**src/inc/sleep_ctl_defs.vh**
```
`ifndef SLEEP_CTL_DEFS_VH
`define SLEEP_CTL_DEFS_VH

// Register word addresses
`define ADDR_CONTROL 4'h0
`define ADDR_RAW_STATUS 4'h1
`define ADDR_IRQ_MASK 4'h2
`define ADDR_MASKED_STATUS 4'h3
`define ADDR_IRQ_CLEAR 4'h4
`define ADDR_STATE 4'h5

// Control word bit positions
`define CTL_SLEEP_REQUEST 0
`define CTL_ALARM_RESUME_EN 1
`define CTL_SLOW_CLOCK_SELECT 2
`define CTL_PIN_RESUME_EN 3
`define CTL_LOW_BATTERY_DETECT_EN 4
`define CTL_LOW_BATTERY_ABORT 5
`define CTL_SLOW_CLOCK_ENABLE 6
`define CTL_WIDTH 7

// Event bit positions (raw status, mask, clear)
`define EVT_ALARM 0
`define EVT_BATTERY_LOW 2
`define EVT_RESUME_PIN 3
`define EVT_WIDTH 4

// Reset values
`define CONTROL_RESET 7'h00
`define EVENT_RESET 4'h0

// Crystal divide ratio and counter width
`define CRYSTAL_DIVIDE 128
`define CRYSTAL_DIV_HALF 64
`define DIV_WIDTH 7

// Slow-domain edge sync depth after the slow tick
`define SYNC_STAGES 2

`endif

```
**src/sleep_power_ctl.v**
```verilog
// Behaviour
// - Power-off output held low exactly while in sleep, released otherwise.
// - In sleep, pin resume or alarm match releases power-off output.
// - Dedicated resume pin asserted wakes the device from sleep.
// - Wake returns supply; system gets a full power-on reset afterwards.
// - Back-to-back reads are accepted with no gap.
// - Slow clock enable starts the clock source; logic runs from it.
// - Select 0 divides crystal input by 128; select 1 uses it directly.
// - With detection on and battery low, set the battery-low flag.
// - With abort set and battery low, a sleep request is refused.
// - Battery-low event raises the interrupt when unmasked.
// - Battery level is neither sampled nor updated while sleeping.
// - Setting the sleep request bit asserts the power-off output.
// - At least one wake source enabled before sleep; either or both.
// - Alarm, pin and battery events ORed onto one interrupt line.
//
// Chosen here: strobed register access and the register addresses.
`timescale 1ns/100ps
`default_nettype none
`include "sleep_ctl_defs.vh"

module sleep_power_ctl
#(
    // Divider counter width; the crystal is divided by two to this power
    parameter DIV_WIDTH = `DIV_WIDTH
)
(
    input wire core_clk,
    input wire resetn,
    input wire [3:0] reg_addr,
    input wire [31:0] reg_wdata,
    input wire reg_write,
    input wire reg_read,
    output reg [31:0] reg_rdata,
    input wire slow_osc_in,
    output reg slow_osc_out,
    input wire resume_pin_n,
    input wire alarm_match,
    input wire battery_below_threshold,
    output reg sleep_power_off_n_out,
    output reg sleep_power_off_n_oe,
    output reg slow_tick,
    output reg irq
);

////////////////////////////////////////////////////////////////////////////
// Pin synchronisers: first stage read only by the second

// Stage 0 catches metastability; only stage 1 feeds any logic
reg [1:0] osc_sync_q;
reg [1:0] resume_sync_q;
reg [1:0] alarm_sync_q;
reg [1:0] batt_sync_q;

// Two flops per asynchronous input; the resume pair resets high, its
// idle level, so no false press is seen after reset
always @(posedge core_clk or negedge resetn)
begin
    if (!resetn)
    begin
        osc_sync_q <= 2'b00;
        resume_sync_q <= 2'b11;
        alarm_sync_q <= 2'b00;
        batt_sync_q <= 2'b00;
    end
    else
    begin
        osc_sync_q <= {osc_sync_q[0], slow_osc_in};
        resume_sync_q <= {resume_sync_q[0], resume_pin_n};
        alarm_sync_q <= {alarm_sync_q[0], alarm_match};
        batt_sync_q <= {batt_sync_q[0], battery_below_threshold};
    end
end

////////////////////////////////////////////////////////////////////////////
// Control word

// Software-visible state, plus the internal sleep flag
reg [`CTL_WIDTH-1:0] ctl_q;
reg [`EVT_WIDTH-1:0] raw_q;
reg [`EVT_WIDTH-1:0] mask_q;
reg asleep_q;

// Write decodes; unmapped words fall through and are ignored
wire wr_ctl = reg_write && (reg_addr == `ADDR_CONTROL);
wire wr_mask = reg_write && (reg_addr == `ADDR_IRQ_MASK);
wire wr_clr = reg_write && (reg_addr == `ADDR_IRQ_CLEAR);

// Request bit self-clears once the slow domain has acted on it
wire req_taken;

// Software owns every bit; hardware only clears the request
always @(posedge core_clk or negedge resetn)
begin
    if (!resetn)
        ctl_q <= `CONTROL_RESET;
    else if (wr_ctl)
        ctl_q <= reg_wdata[`CTL_WIDTH-1:0];
    else if (req_taken)
        ctl_q[`CTL_SLEEP_REQUEST] <= 1'b0;
end

// Enable and source select, read all over the slow logic
wire clk_en = ctl_q[`CTL_SLOW_CLOCK_ENABLE];
wire clk_sel = ctl_q[`CTL_SLOW_CLOCK_SELECT];

////////////////////////////////////////////////////////////////////////////
// Slow clock source: crystal divided, or oscillator used directly

// Edge memory, divider and reference
reg osc_prev_q;
reg [DIV_WIDTH-1:0] div_q;
reg slow_ref_q;
reg slow_prev_q;

wire osc_rise = osc_sync_q[1] && !osc_prev_q;
// Divider period is two to the counter width in input edges; top bit
// low marks the first half, where the reference is high
wire div_ref = !div_q[DIV_WIDTH-1];

// Oscillator edge counting; a 4 MHz input still fits under 100 MHz.
// Limitation: inputs above half of core_clk alias in the sync
always @(posedge core_clk or negedge resetn)
begin
    if (!resetn)
    begin
        osc_prev_q <= 1'b0;
        div_q <= {DIV_WIDTH{1'b0}};
        slow_ref_q <= 1'b0;
        slow_prev_q <= 1'b0;
    end
    else
    begin
        osc_prev_q <= osc_sync_q[1];
        if (!clk_en)
            div_q <= {DIV_WIDTH{1'b0}};
        else if (osc_rise)
            div_q <= div_q + 1'b1;
        slow_ref_q <= clk_en && (clk_sel ? osc_sync_q[1] : div_ref);
        slow_prev_q <= slow_ref_q;
    end
end

// One-cycle tick on each rising edge of the slow reference
wire tick = slow_ref_q && !slow_prev_q;

// Registered so both outputs come straight from flops
always @(posedge core_clk or negedge resetn)
begin
    if (!resetn)
    begin
        slow_tick <= 1'b0;
        slow_osc_out <= 1'b0;
    end
    else
    begin
        slow_tick <= tick;
        slow_osc_out <= clk_en && !clk_sel && !osc_sync_q[1]; // Crystal drive
    end
end

////////////////////////////////////////////////////////////////////////////
// Slow-domain sleep state machine, advanced on slow ticks except waking to awake, one core cycle later

// One-hot states
localparam ST_AWAKE = 3'b001;
localparam ST_ASLEEP = 3'b010;
localparam ST_WAKING = 3'b100;

reg [2:0] state_q;
reg [2:0] state_d;
reg req_seen_q;
reg batt_low_q;

// Wake causes count only while their enable bit is set
wire pin_wake = !resume_sync_q[1] && ctl_q[`CTL_PIN_RESUME_EN];
wire alarm_wake = alarm_sync_q[1] && ctl_q[`CTL_ALARM_RESUME_EN];
wire abort = ctl_q[`CTL_LOW_BATTERY_ABORT] && batt_low_q;
wire any_wake_en = ctl_q[`CTL_PIN_RESUME_EN] || ctl_q[`CTL_ALARM_RESUME_EN];

// Request is acted on at the next slow tick only, as the slow domain would
// Limitation: with the slow clock off a request waits indefinitely
assign req_taken = tick && ctl_q[`CTL_SLEEP_REQUEST] && !req_seen_q;

// Next state
always @*
begin
    state_d = state_q;
    case (state_q)
        ST_AWAKE:
            // A refused request is dropped; the bit still clears
            if (req_taken && !abort && any_wake_en)
                state_d = ST_ASLEEP;
        ST_ASLEEP:
            // Wake causes are looked at on the tick only
            if (tick && (pin_wake || alarm_wake))
                state_d = ST_WAKING;
        ST_WAKING:
            // Supply returns; the system sees a power-on reset
            state_d = ST_AWAKE;
        default:
            state_d = ST_AWAKE;
    endcase
end

// State, request memory and the sleep flag that gates the battery
always @(posedge core_clk or negedge resetn)
begin
    if (!resetn)
    begin
        state_q <= ST_AWAKE;
        req_seen_q <= 1'b0;
        asleep_q <= 1'b0;
    end
    else
    begin
        state_q <= state_d;
        req_seen_q <= req_taken;
        asleep_q <= (state_d == ST_ASLEEP);
    end
end

////////////////////////////////////////////////////////////////////////////
// Battery level, frozen while asleep

// Detection off clears the level; asleep holds it, the sense being off
always @(posedge core_clk or negedge resetn)
begin
    if (!resetn)
        batt_low_q <= 1'b0;
    else if (!asleep_q && ctl_q[`CTL_LOW_BATTERY_DETECT_EN])
        batt_low_q <= batt_sync_q[1];
    else if (!ctl_q[`CTL_LOW_BATTERY_DETECT_EN])
        batt_low_q <= 1'b0;
end

////////////////////////////////////////////////////////////////////////////
// Power-off pin: open drain, driven low only while asleep

// Data tied low; the enable alone pulls the pin. It follows the next
// state so it lands on the tick edge itself
always @(posedge core_clk or negedge resetn)
begin
    if (!resetn)
    begin
        sleep_power_off_n_out <= 1'b0;
        sleep_power_off_n_oe <= 1'b0;
    end
    else
    begin
        sleep_power_off_n_out <= 1'b0;
        sleep_power_off_n_oe <= (state_d == ST_ASLEEP);
    end
end

////////////////////////////////////////////////////////////////////////////
// Events, sticky status, mask and interrupt

// One bit per source, in status layout
reg [`EVT_WIDTH-1:0] evt;

// Event sources; battery flag only while detection is enabled
always @*
begin
    evt = `EVENT_RESET;
    // Pin and alarm set their bits whether or not they may wake
    evt[`EVT_ALARM] = alarm_sync_q[1];
    evt[`EVT_RESUME_PIN] = !resume_sync_q[1];
    evt[`EVT_BATTERY_LOW] = batt_low_q;
end

// Set wins over a write-one clear in the same cycle
always @(posedge core_clk or negedge resetn)
begin
    if (!resetn)
        raw_q <= `EVENT_RESET;
    else
        raw_q <= (raw_q & ~(wr_clr ? reg_wdata[`EVT_WIDTH-1:0] :
                  `EVENT_RESET)) | evt;
end

// Mask, same layout as the raw status
always @(posedge core_clk or negedge resetn)
begin
    if (!resetn)
        mask_q <= `EVENT_RESET;
    else if (wr_mask)
        mask_q <= reg_wdata[`EVT_WIDTH-1:0];
end

// Single request line from all sources
always @(posedge core_clk or negedge resetn)
begin
    if (!resetn)
        irq <= 1'b0;
    else
        irq <= |(raw_q & mask_q);
end

////////////////////////////////////////////////////////////////////////////
// Read port: any register, any spacing, data one cycle later

// Next read word
reg [31:0] rd_d;

// Read multiplexer; the clear word and unmapped words read as zero
always @*
begin
    rd_d = 32'h0000_0000;
    case (reg_addr)
        `ADDR_CONTROL:
            rd_d[`CTL_WIDTH-1:0] = ctl_q;
        `ADDR_RAW_STATUS:
            rd_d[`EVT_WIDTH-1:0] = raw_q;
        `ADDR_IRQ_MASK:
            rd_d[`EVT_WIDTH-1:0] = mask_q;
        `ADDR_MASKED_STATUS:
            rd_d[`EVT_WIDTH-1:0] = raw_q & mask_q;
        `ADDR_STATE:
            rd_d[3:0] = {batt_low_q, state_q};
        default:
            rd_d = 32'h0000_0000;
    endcase
end

// Data stand one cycle, then zero, so stale words never linger
always @(posedge core_clk or negedge resetn)
begin
    if (!resetn)
        reg_rdata <= 32'h0000_0000;
    else if (reg_read)
        reg_rdata <= rd_d;
    else
        reg_rdata <= 32'h0000_0000;
end

endmodule // sleep_power_ctl
`default_nettype wire

```
**config.mk**
```make
export PLATFORM = sky130hd
export DESIGN_NAME = sleep_power_ctl
export DESIGN_NICKNAME = d
export VERILOG_FILES = /design/src/sleep_power_ctl.v
export VERILOG_INCLUDE_DIRS = /design/src /design/src/inc
export SDC_FILE = /design/constraint.sdc
export NUM_CORES = 1
export LEC_CHECK = 0
export BUFFER_PORTS_ARGS = -buffer_cell sky130_fd_sc_hd__buf_4
export CORE_UTILIZATION = 50
export CTS_BUF_LIST = sky130_fd_sc_hd__clkbuf_4 sky130_fd_sc_hd__clkbuf_8
export DETAILED_ROUTE_END_ITERATION = 12
export PLACE_DENSITY = 0.9
export SLEW_MARGIN = 10
export SYNTH_ARGS = -nofsm -noshare
export SYNTH_HDL_FRONTEND = slang
export SYNTH_SLANG_ARGS = --single-unit
```
**constraint.sdc**
```tcl
create_clock -name core_clk -period 1.73 [get_ports core_clk]
set_clock_uncertainty 0.2 [all_clocks]
set_input_delay 0.173 -clock core_clk [delete_from_list [all_inputs] [get_ports core_clk]]
set_output_delay 0.173 -clock core_clk [all_outputs]
set_load 0.01 [all_outputs]
```
== Word level (Yosys, flattened, before mapping) ==
Index checks and enable logic that the tools add are counted.
Storage, ports and cells
  flip-flop bits (word level): 49
  RAM bits: 0
  bits in read-only memories: 0
  memories: 0
  input port bits: 44
  output and inout port bits: 37
  bits in latches: 0
  word-level logic and storage cells: 80
Operators by class
  shift-type cells: 0
  multiply operators: 0
  reduce and logical (&&, ||, !) cells: 31
  order comparisons: 0
  div/mod/pow operators: 0
  equal/unequal tests: 10
  bitwise gates (word level): 4
  mux-type cells: 14
  add/sub/neg operators: 1
Operators with widths (count)
  two-way mux 7 bit: 3
  one-hot mux 4 bit (5 select lines): 1
  logical AND 1 bit: 17
  zero test 1 bit: 9
  two-way mux 3 bit: 3
  AND 4 bit: 2
  equality test 4 x 2 -> 1 bit (second input constant): 2
  equality test 4 x 3 -> 1 bit (second input constant): 2
  adder 7 x 1 -> 7 bit (second input constant): 1
  equality test 3 x 2 -> 1 bit (second input constant): 2
  one-hot mux 3 bit (2 select lines): 1
  two-way mux 1 bit: 5
  equality test 4 x 1 -> 1 bit (second input constant): 1
  zero test 4 bit: 1
  two-way mux 4 bit: 1
  inequality test 2 x 1 -> 1 bit (second input constant): 2
  NOT 4 bit: 1
  OR 4 bit: 1
  OR reduction 4 bit: 1
  equality test 3 x 1 -> 1 bit (second input constant): 1
  logical OR 1 bit: 2
  nonzero test 2 bit: 1

== Logic depth before layout (Yosys ltp) ==
Gate-level depths: netlist of the first run.
  word-level depth: 9
  gate-level depth with buffers: 4
  depth with buffers taken out: 4

== Least setup slack after synthesis of the first run ==
No wires, ideal clock.
  path kind: register to register
  start point: register div_q[0]
  end point: register div_q[6]
  library setup time: 78 ps
  buffers on the path: 0
  setup slack: 193 ps
  clock period less this slack: 1537 ps
  cell stages (with the launch flop): 5
  data required time: 1452 ps
  data arrival time: 1259 ps
  cell sequence: dfrtp_1 -> ha_1 -> nand3_1 -> or4_1 -> a21boi_1
Between the ends
  word-level cells in the longest chain between the ends: 3
RTL lines
  from (decl): line sleep_power_ctl.v:112  | reg [DIV_WIDTH-1:0] div_q;
  from (signal assigned): line sleep_power_ctl.v:128  | div_q <= {DIV_WIDTH{1'b0}};
  from (signal assigned): line sleep_power_ctl.v:136  | div_q <= {DIV_WIDTH{1'b0}};
  from (signal assigned): line sleep_power_ctl.v:138  | div_q <= div_q + 1'b1;
  adder 7 x 1 -> 7 bit: line sleep_power_ctl.v:138
  two-way mux 7 bit: line sleep_power_ctl.v:137  | else if (osc_rise)
  two-way mux 7 bit: line sleep_power_ctl.v:135  | if (!clk_en)
Every way passes these cells. The select of a mux whose other input is x is not followed.
A chain may end at the register's enable or synchronous reset.

== Final worst setup path of the first run ==
Same ends and word-level chain as after synthesis.

==> impl_metrics.csv, run 1 <==
group,metric,value,unit
final_layout,diodes,0,
place,gp_congestion,0.820,
final_layout,drive_gt1_share,23.5,%
critical_path,end_kind,"flip-flop",
route,firstDrtPassIters,4,
timing,rsz0062_at_grt,"no",
cts,clock-sinks,49,
route,vias,1459,
yosys,synth_area,2140,um2
power,powerDensity,1030,nW/um2
timing,relSlewSlack,61.6,%
yosys,ys_types,43,
cts,clk_path_buf_depth,2,
timing,drv_slew,0,
timing,fin_crit_sh,96.4,%
power,p_leak,1.24,nW
yosys,synth_top_cell_by_area,"dfrtp_1",
final_layout,area_growth,22.0,%
timing,max_freq,599,MHz
route,viasPerCell,5.21,
critical_path,startpoint_type,"flip-flop",
critical_path,crit_type,"flip-flop to flip-flop",
floorplanning,rows,23,
power,peakVddDrop,0.000727,V
cts,htree_levels,2,
yosys,ys.flop_type,"dfrtp_1",
floorplanning,start_util,52.7,%
grt,grt_overflow,0,
cts,cts_tree,"built",
critical_path,cp_max_fo,4,
final_layout,mostFrequentLayoutCell,"dfrtp_1",
cts,cts-hold-fix-buffers,15,
final_layout,final_cell_mix,"46 x dfrtp_1, 32 x buf_4, 26 x conb_1",
timing,worst_pin_slew,576,ps
floorplanning,pin_count,81,
route,wl_per_cell,14.0,um
cts,cts_resized,0,
yosys,ys_ff_latch,49,
timing,tns,0,ps
timing,min_period,1670,ps
critical_path,critPathArrivalTime,1690,ps
final_layout,nFillCells,304,
route,routed_wl,3920,um
final_layout,post-route-util,64.3,%
grt,grt.total_usage,18.9,%
grt,antenna_found_initial,0,
yosys,synth-edff-count,0,
job,maxCapViolations,0,
critical_path,critPathRequiredTime,1750,ps
route,drt_iter0_drc,108,
yosys,syn-instance-count,178,
yosys,ys_seq_area_share,57.5,%
worst_hold_path,hold_path_class,"input pin to flip-flop",
route,route.detailed.drc,0,
yosys,synth.top_cell.area_share,53.8,%
cts,cts_buffers,5,
cts,clk_latency,310,ps
floorplanning,dieWidth,67.4,um
grt,grt_first_pass_wirelength,5970,um
outcome,status,"finished clean",
final_layout,stdcell_count,280,
place,place_inst,257,
yosys,ys_top_cells_by_area,"dfrtp_1 54%, buf_4 9.1%, mux2_2 5.3%, dfstp_2 3.7%, inv_1 1.6%",
floorplanning,core,4060,um2
route,antenna_left,0,
floorplanning,die_area,4540,um2
place,post-dp-hpwl,2690,um
grt,grt_max_degree,50,
yosys,async_flop_share,100,%
timing,setup_viol,0,
cts,clk_pin_slew,90,ps
grt,grt_pass1_vias,1287,
final_layout,nets,274,
cts,post_cts_buffers,0,
cts,cts_root_buf,"clkbuf_8",
yosys,avgSynthCellArea,12.0,um2
timing,finalHoldViolCount,0,
floorplanning,fp.dieH,67.4,um
yosys,yosys_warnings,0,
place,portBuffers,29,
## cell type report
| class | instances | area [um2] | area share (%) |
|---|---|---|---|
| Sequential cell | 49 | 1230 | 47.1 |
| Multi-Input combinational cell | 117 | 758 | 29.1 |
| Clock inverter | 3 | 65.1 | 2.49 |
| Inverter | 9 | 33.8 | 1.29 |
| Timing Repair Buffer | 47 | 390 | 15.0 |
| Clock buffer | 5 | 68.8 | 2.64 |
| Tap cell | 50 | 62.6 | 2.40 |
## registers in the layout, summed over array words and instances (netlist names)
register and count:
ctl_q 7, div_q 7, reg_rdata 7, mask_q 4, raw_q 4, state_q 3, alarm_sync_q 2, batt_sync_q 2
osc_sync_q 2, resume_sync_q 2, batt_low_q 1, irq 1, osc_prev_q 1, req_seen_q 1, sleep_power_off_n_oe 1, slow_osc_out 1
slow_prev_q 1, slow_ref_q 1, slow_tick 1
## where the power goes
group / internal (mW) / switching, mW
clock: 0.574 / 0.364
combinational: 0.195 / 0.177
sequential: 1.28 / 0.105
## cells by family (layout without fill, tap and decap cells)
| family | count (synthesis) | count (layout) | share of synthesized area, % |
|---|---|---|---|
| adder cells (fa/ha/maj) | 1 | 1 | 0.585 |
| AND/OR/NAND/NOR | 42 | 42 | 11.6 |
| other | 1 | 26 | 0.175 |
| flip-flops | 49 | 49 | 57.5 |
| AO/OA/AOI/OAI | 33 | 33 | 11.2 |
| XOR/XNOR | 2 | 2 | 0.819 |
| buffers and inverters | 37 | 64 | 11.4 |
| multiplexers | 13 | 13 | 6.67 |
## synthesized netlist by cell type, types with 2 or more instances
| cell | instances |
|---|---|
| dfstp_2 | 3 |
| nor3_1 | 2 |
| dfrtp_1 | 46 |
| o21ai_0 | 4 |
| o32ai_1 | 2 |
| or3_1 | 2 |
| nor2_1 | 5 |
| mux2_2 | 10 |
| or4_1 | 2 |
| nor2b_1 | 3 |
| a31oi_1 | 3 |
| nand2b_1 | 3 |
| xnor2_1 | 2 |
| buf_4 | 26 |
| a21boi_0 | 3 |
| a21boi_1 | 2 |
| mux2i_1 | 3 |
| o2bb2ai_1 | 2 |
| nor3b_1 | 2 |
| nand3_1 | 3 |
| and3_1 | 3 |
| inv_1 | 9 |
| o31ai_1 | 2 |
| o221ai_1 | 2 |
| nand2_1 | 7 |
| and2_1 | 4 |
| o22ai_1 | 4 |
| a22oi_1 | 4 |
## path summary, 6_finish.rpt
kind                                  from         endpoint  slack (ps)  cells past startpoint
hold reg to reg            alarm_sync_q[0]  alarm_sync_q[1]         160                      0
hold / removal                 reg_addr[1]     reg_rdata[0]          30                      3
setup reg to reg                  div_q[0]         div_q[6]          60                      4
setup / recovery                  div_q[0]         div_q[6]          60                      4
min in group asynchronous           resetn     reg_rdata[1]         220                      2
max in group asynchronous           resetn     reg_rdata[6]         720                      2
## metrics by stage
stage                     setup slack, ps  hold WS, ps  instance area (um2)  total power, mW
final                                61.9         25.6                 2610             2.69
after global routing                 17.8         26.0                 2610             2.81
after CTS                            60.4         3.23                 2610             2.71
after detailed placement             77.2         20.0                 2320             1.75
after global placement                134         14.3                 2320             1.73
after floorplan                       193         -323                 2230             1.63
## critical path, cell delays in order (launching register included)
cell and delay [ps]:
dfrtp_1 390, ha_1 190, nand3_1 140, or4_1 520, a21boi_1 160
## routing by layer
metal	global-route usage, %	wire length [um]	up-vias
li1	-	-	682
met1	24.4	1590	699
met2	29.0	1990	69
met3	6.25	259	9
met4	8.51	74	0
met5	0	0	-
Note: power is estimated with default switching activity, not from simulation.
==> inputs of run 2 (changes only) <==
--- a/config.mk
+++ b/config.mk
@@ -6,11 +6,12 @@
 export SDC_FILE = /design/constraint.sdc
 export NUM_CORES = 1
 export LEC_CHECK = 0
+export ABC_AREA = 1
 export BUFFER_PORTS_ARGS = -buffer_cell sky130_fd_sc_hd__buf_4
-export CORE_UTILIZATION = 50
-export CTS_BUF_LIST = sky130_fd_sc_hd__clkbuf_4 sky130_fd_sc_hd__clkbuf_8
+export CORE_UTILIZATION = 49
+export CTS_BUF_LIST = sky130_fd_sc_hd__clkbuf_8 sky130_fd_sc_hd__clkbuf_16
 export DETAILED_ROUTE_END_ITERATION = 12
-export PLACE_DENSITY = 0.9
+export PLACE_DENSITY = 0.79
 export SLEW_MARGIN = 10
 export SYNTH_ARGS = -nofsm -noshare
 export SYNTH_HDL_FRONTEND = slang
==> run 2 against run 1 <==
Clock-buffer cell count rose by 1. Critical path depth up 3. Critical path type unchanged. Sequential share of layout area down 1.4 points. Global-route usage fell by 1.3 points. Worst setup slack improved by 290 ps.
==> impl_metrics.csv, run 2 <==
group,metric,value,unit
route,drt_iter0_drc,100,
place,post-dp-hpwl,2820,um
critical_path,path_delay_family,"simple AND/OR/NAND/NOR gates",
cts,clock-sinks,49,
final_layout,reg_top3,"ctl_q (7), div_q (7), reg_rdata (7)",
yosys,ys.flop_type,"dfrtp_1",
critical_path,r2r_slack,350,ps
power,powerDensity,974,nW/um2
cts,cts_buffers,5,
yosys,ys_top_cells_by_area,"dfrtp_1 51%, buf_4 8.9%, nand3_1 5.7%, nand2_1 5.0%, nor2_1 4.6%",
yosys,ys_top_cells_by_count,"46 x dfrtp_1, 30 x nand2_1, 28 x nor2_1",
floorplanning,fp.dieH,70.1,um
power,p_total,2.62,mW
yosys,synthAdderAreaFrac,0.551,%
power,p_leak,1.36,nW
grt,grt_overflow,0,
grt,grt_first_pass_wirelength,6760,um
cts,clk_pin_slew,90,ps
outcome,status,"finished clean",
cts,clk_path_buf_depth,2,
yosys,ys_types,25,
critical_path,cpPeakStageDelay,390,ps
yosys,synth_mux_area_share,0,%
yosys,yosys.area_share.simple,22.2,%
yosys,synth.top_cell.area_share,50.7,%
critical_path,crit_end,"div_q[6]",
yosys,syn-instance-count,241,
yosys,synth_compound_area_share,8.54,%
critical_path,crit_chain,"inv_1 > nor2_1 > nand2_1 > nor2_1 > nand3_1 > nand2_1 > nor2_1",
final_layout,drive_gt1_share,19.7,%
critical_path,rr_startpoint,"osc_sync_q[1]",
route,viasPerCell,4.71,
floorplanning,core,4410,um2
final_layout,mostFrequentLayoutCell,"dfrtp_1",
final_layout,diodes,0,
critical_path,reg2reg_depth,7,
yosys,synth_top_family_by_area,"simple AND/OR/NAND/NOR gates",
cts,cts_tree,"built",
critical_path,startpoint_type,"flip-flop",
timing,relSlewSlack,60.5,%
yosys,ys_seq_area_share,54.1,%
yosys,synth_top_cell_by_area,"dfrtp_1",
yosys,ys_ff_latch,49,
yosys,synth_area,2270,um2
route,wl_per_cell,11.4,um
yosys,synth-edff-count,0,
critical_path,crit_top_cell,"nor2_1",
yosys,synth_most_common_cell,"dfrtp_1",
place,gp_congestion,0.855,
timing,setup_viol,0,
route,vias,1606,
yosys,synth-xor-area-share,0,%
floorplanning,die_area,4910,um2
yosys,avgSynthCellArea,9.43,um2
timing,worst_pin_slew,593,ps
floorplanning,dieWidth,70.1,um
final_layout,final_cell_mix,"46 x dfrtp_1, 31 x buf_4, 30 x nand2_1",
cts,htree_levels,2,
timing,max_freq,725,MHz
cts,post_cts_buffers,0,
critical_path,cp-startpoint,"osc_sync_q[1]",
critical_path,cp.depth,7,
grt,antenna_found_initial,0,
yosys,yosys_warnings,0,
final_layout,nets,333,
route,firstDrtPassIters,4,
timing,drv_slew,0,
timing,tns,0,ps
final_layout,area_growth,18.3,%
route,route.detailed.drc,0,
timing,min_period,1380,ps
timing,rsz0062_at_grt,"no",
critical_path,critPathRequiredTime,1730,ps
floorplanning,rows,24,
cts,cts_root_buf,"clkbuf_8",
worst_hold_path,hold_path_class,"input pin to flip-flop",
critical_path,crit_type,"flip-flop to flip-flop",
timing,fin_crit_sh,79.7,%
grt,grt_max_degree,50,
cts,cts-hold-fix-buffers,13,
critical_path,crit_buf_inv,1,
route,routed_wl,3880,um
power,peakVddDrop,0.000610,V
critical_path,r2r-end,"div_q[6]",
final_layout,nFillCells,382,
route,antenna_left,0,
yosys,async_flop_share,100,%
grt,grt_pass1_vias,1509,
critical_path,end_kind,"flip-flop",
critical_path,critPathArrivalTime,1380,ps
place,portBuffers,29,
grt,grt.total_usage,17.6,%
floorplanning,pin_count,81,
critical_path,cp_max_fo,4,
cts,clk_latency,300,ps
floorplanning,start_util,51.5,%
timing,finalHoldViolCount,0,
cts,cts_resized,0,
critical_path,slowest_stage,"dfrtp_1",
job,maxCapViolations,0,
run 2: cell types whose count changed in the layout (fill, tap and decap cells not counted), moves of 4 or more:
cell     before  now
nand2_1       7   30
o21ai_0       4   18
o21ai_2       0    4
nor2_1        5   28
nor2_4        0    4
inv_1         9   27
a21oi_1       1    7
a22oi_1       4    0
nand3_1       3   26
o22ai_1       4    0
mux2_2       10    0
run 2: power breakdown:
| part | internal (mW) | leakage (nW) | switching (mW) | total, mW |
|---|---|---|---|---|
| Sequential | 1.28 | 0.605 | 0.0938 | 1.37 |
| Combinational | 0.173 | 0.699 | 0.230 | 0.403 |
| Clock | 0.470 | 0.0574 | 0.374 | 0.844 |
| Total | 1.92 | 1.36 | 0.698 | 2.62 |
run 2: worst min-delay path by stage:
| stage | slack (ps) | cells after the start | start | end |
|---|---|---|---|---|
| 2_1_floorplan | -320 | 0 | resetn | alarm_sync_q[0] |
| 3_3_place_gp | 20 | 1 | resetn | reg_rdata[6] |
| 3_5_place_dp | 20 | 1 | resetn | slow_osc_out |
| 4_1_cts | 30 | 3 | reg_write | mask_q[2] |
| 5_1_grt | 30 | 3 | reg_write | mask_q[3] |
| 6_report | 40 | 3 | reg_write | mask_q[2] |
run 2: logic make-up (layout without fill, tap and decap cells):
logic type | after synthesis | in the layout
compound gates | 33 | 33
simple gates | 101 | 101
flops | 49 | 49
other cells | 1 | 26
buf+inv | 56 | 79
fa+ha+maj | 1 | 1
run 2: per-layer routing:
layer	wire length (um)	global-route usage, %	vias up	share of wire (%)
li1	-	-	812	-
met1	1770	23.2	745	46
met2	1900	28.6	41	49
met3	157	4.76	8	4.0
met4	51	4.89	0	1.3
met5	0	0	-	0
run 2: layout make-up:
type,instances,area (um2),share of cell area (%)
flip-flops and latches,49,1230,45.8
multi-input cells,161,808,30.1
repair buffers,44,363,13.5
inverters,27,101,3.77
clock buffers,6,82.6,3.07
well taps,52,65.1,2.42
clock inverters,2,37.5,1.40
run 2: metrics by stage:
step / util, % / area [um2] / worst slack (ps) / hold slack (ps) / std cells
2_1_floorplan: - / 2370 / 433 / -323 / 266
3_3_place_gp: 55.2 / 2440 / 376 / 17.4 / 320
3_5_place_dp: 55.2 / 2440 / 355 / 19.0 / 320
4_1_cts: 60.9 / 2690 / 329 / 28.2 / 341
5_1_grt: 60.9 / 2690 / 164 / 31.9 / 341
6_report: 60.9 / 2690 / 350 / 35.8 / 341
run 2: worst min-delay path, stage by stage:
cell and delay [ps]:
buf_4 140, nand3_4 110, o21ai_0 80
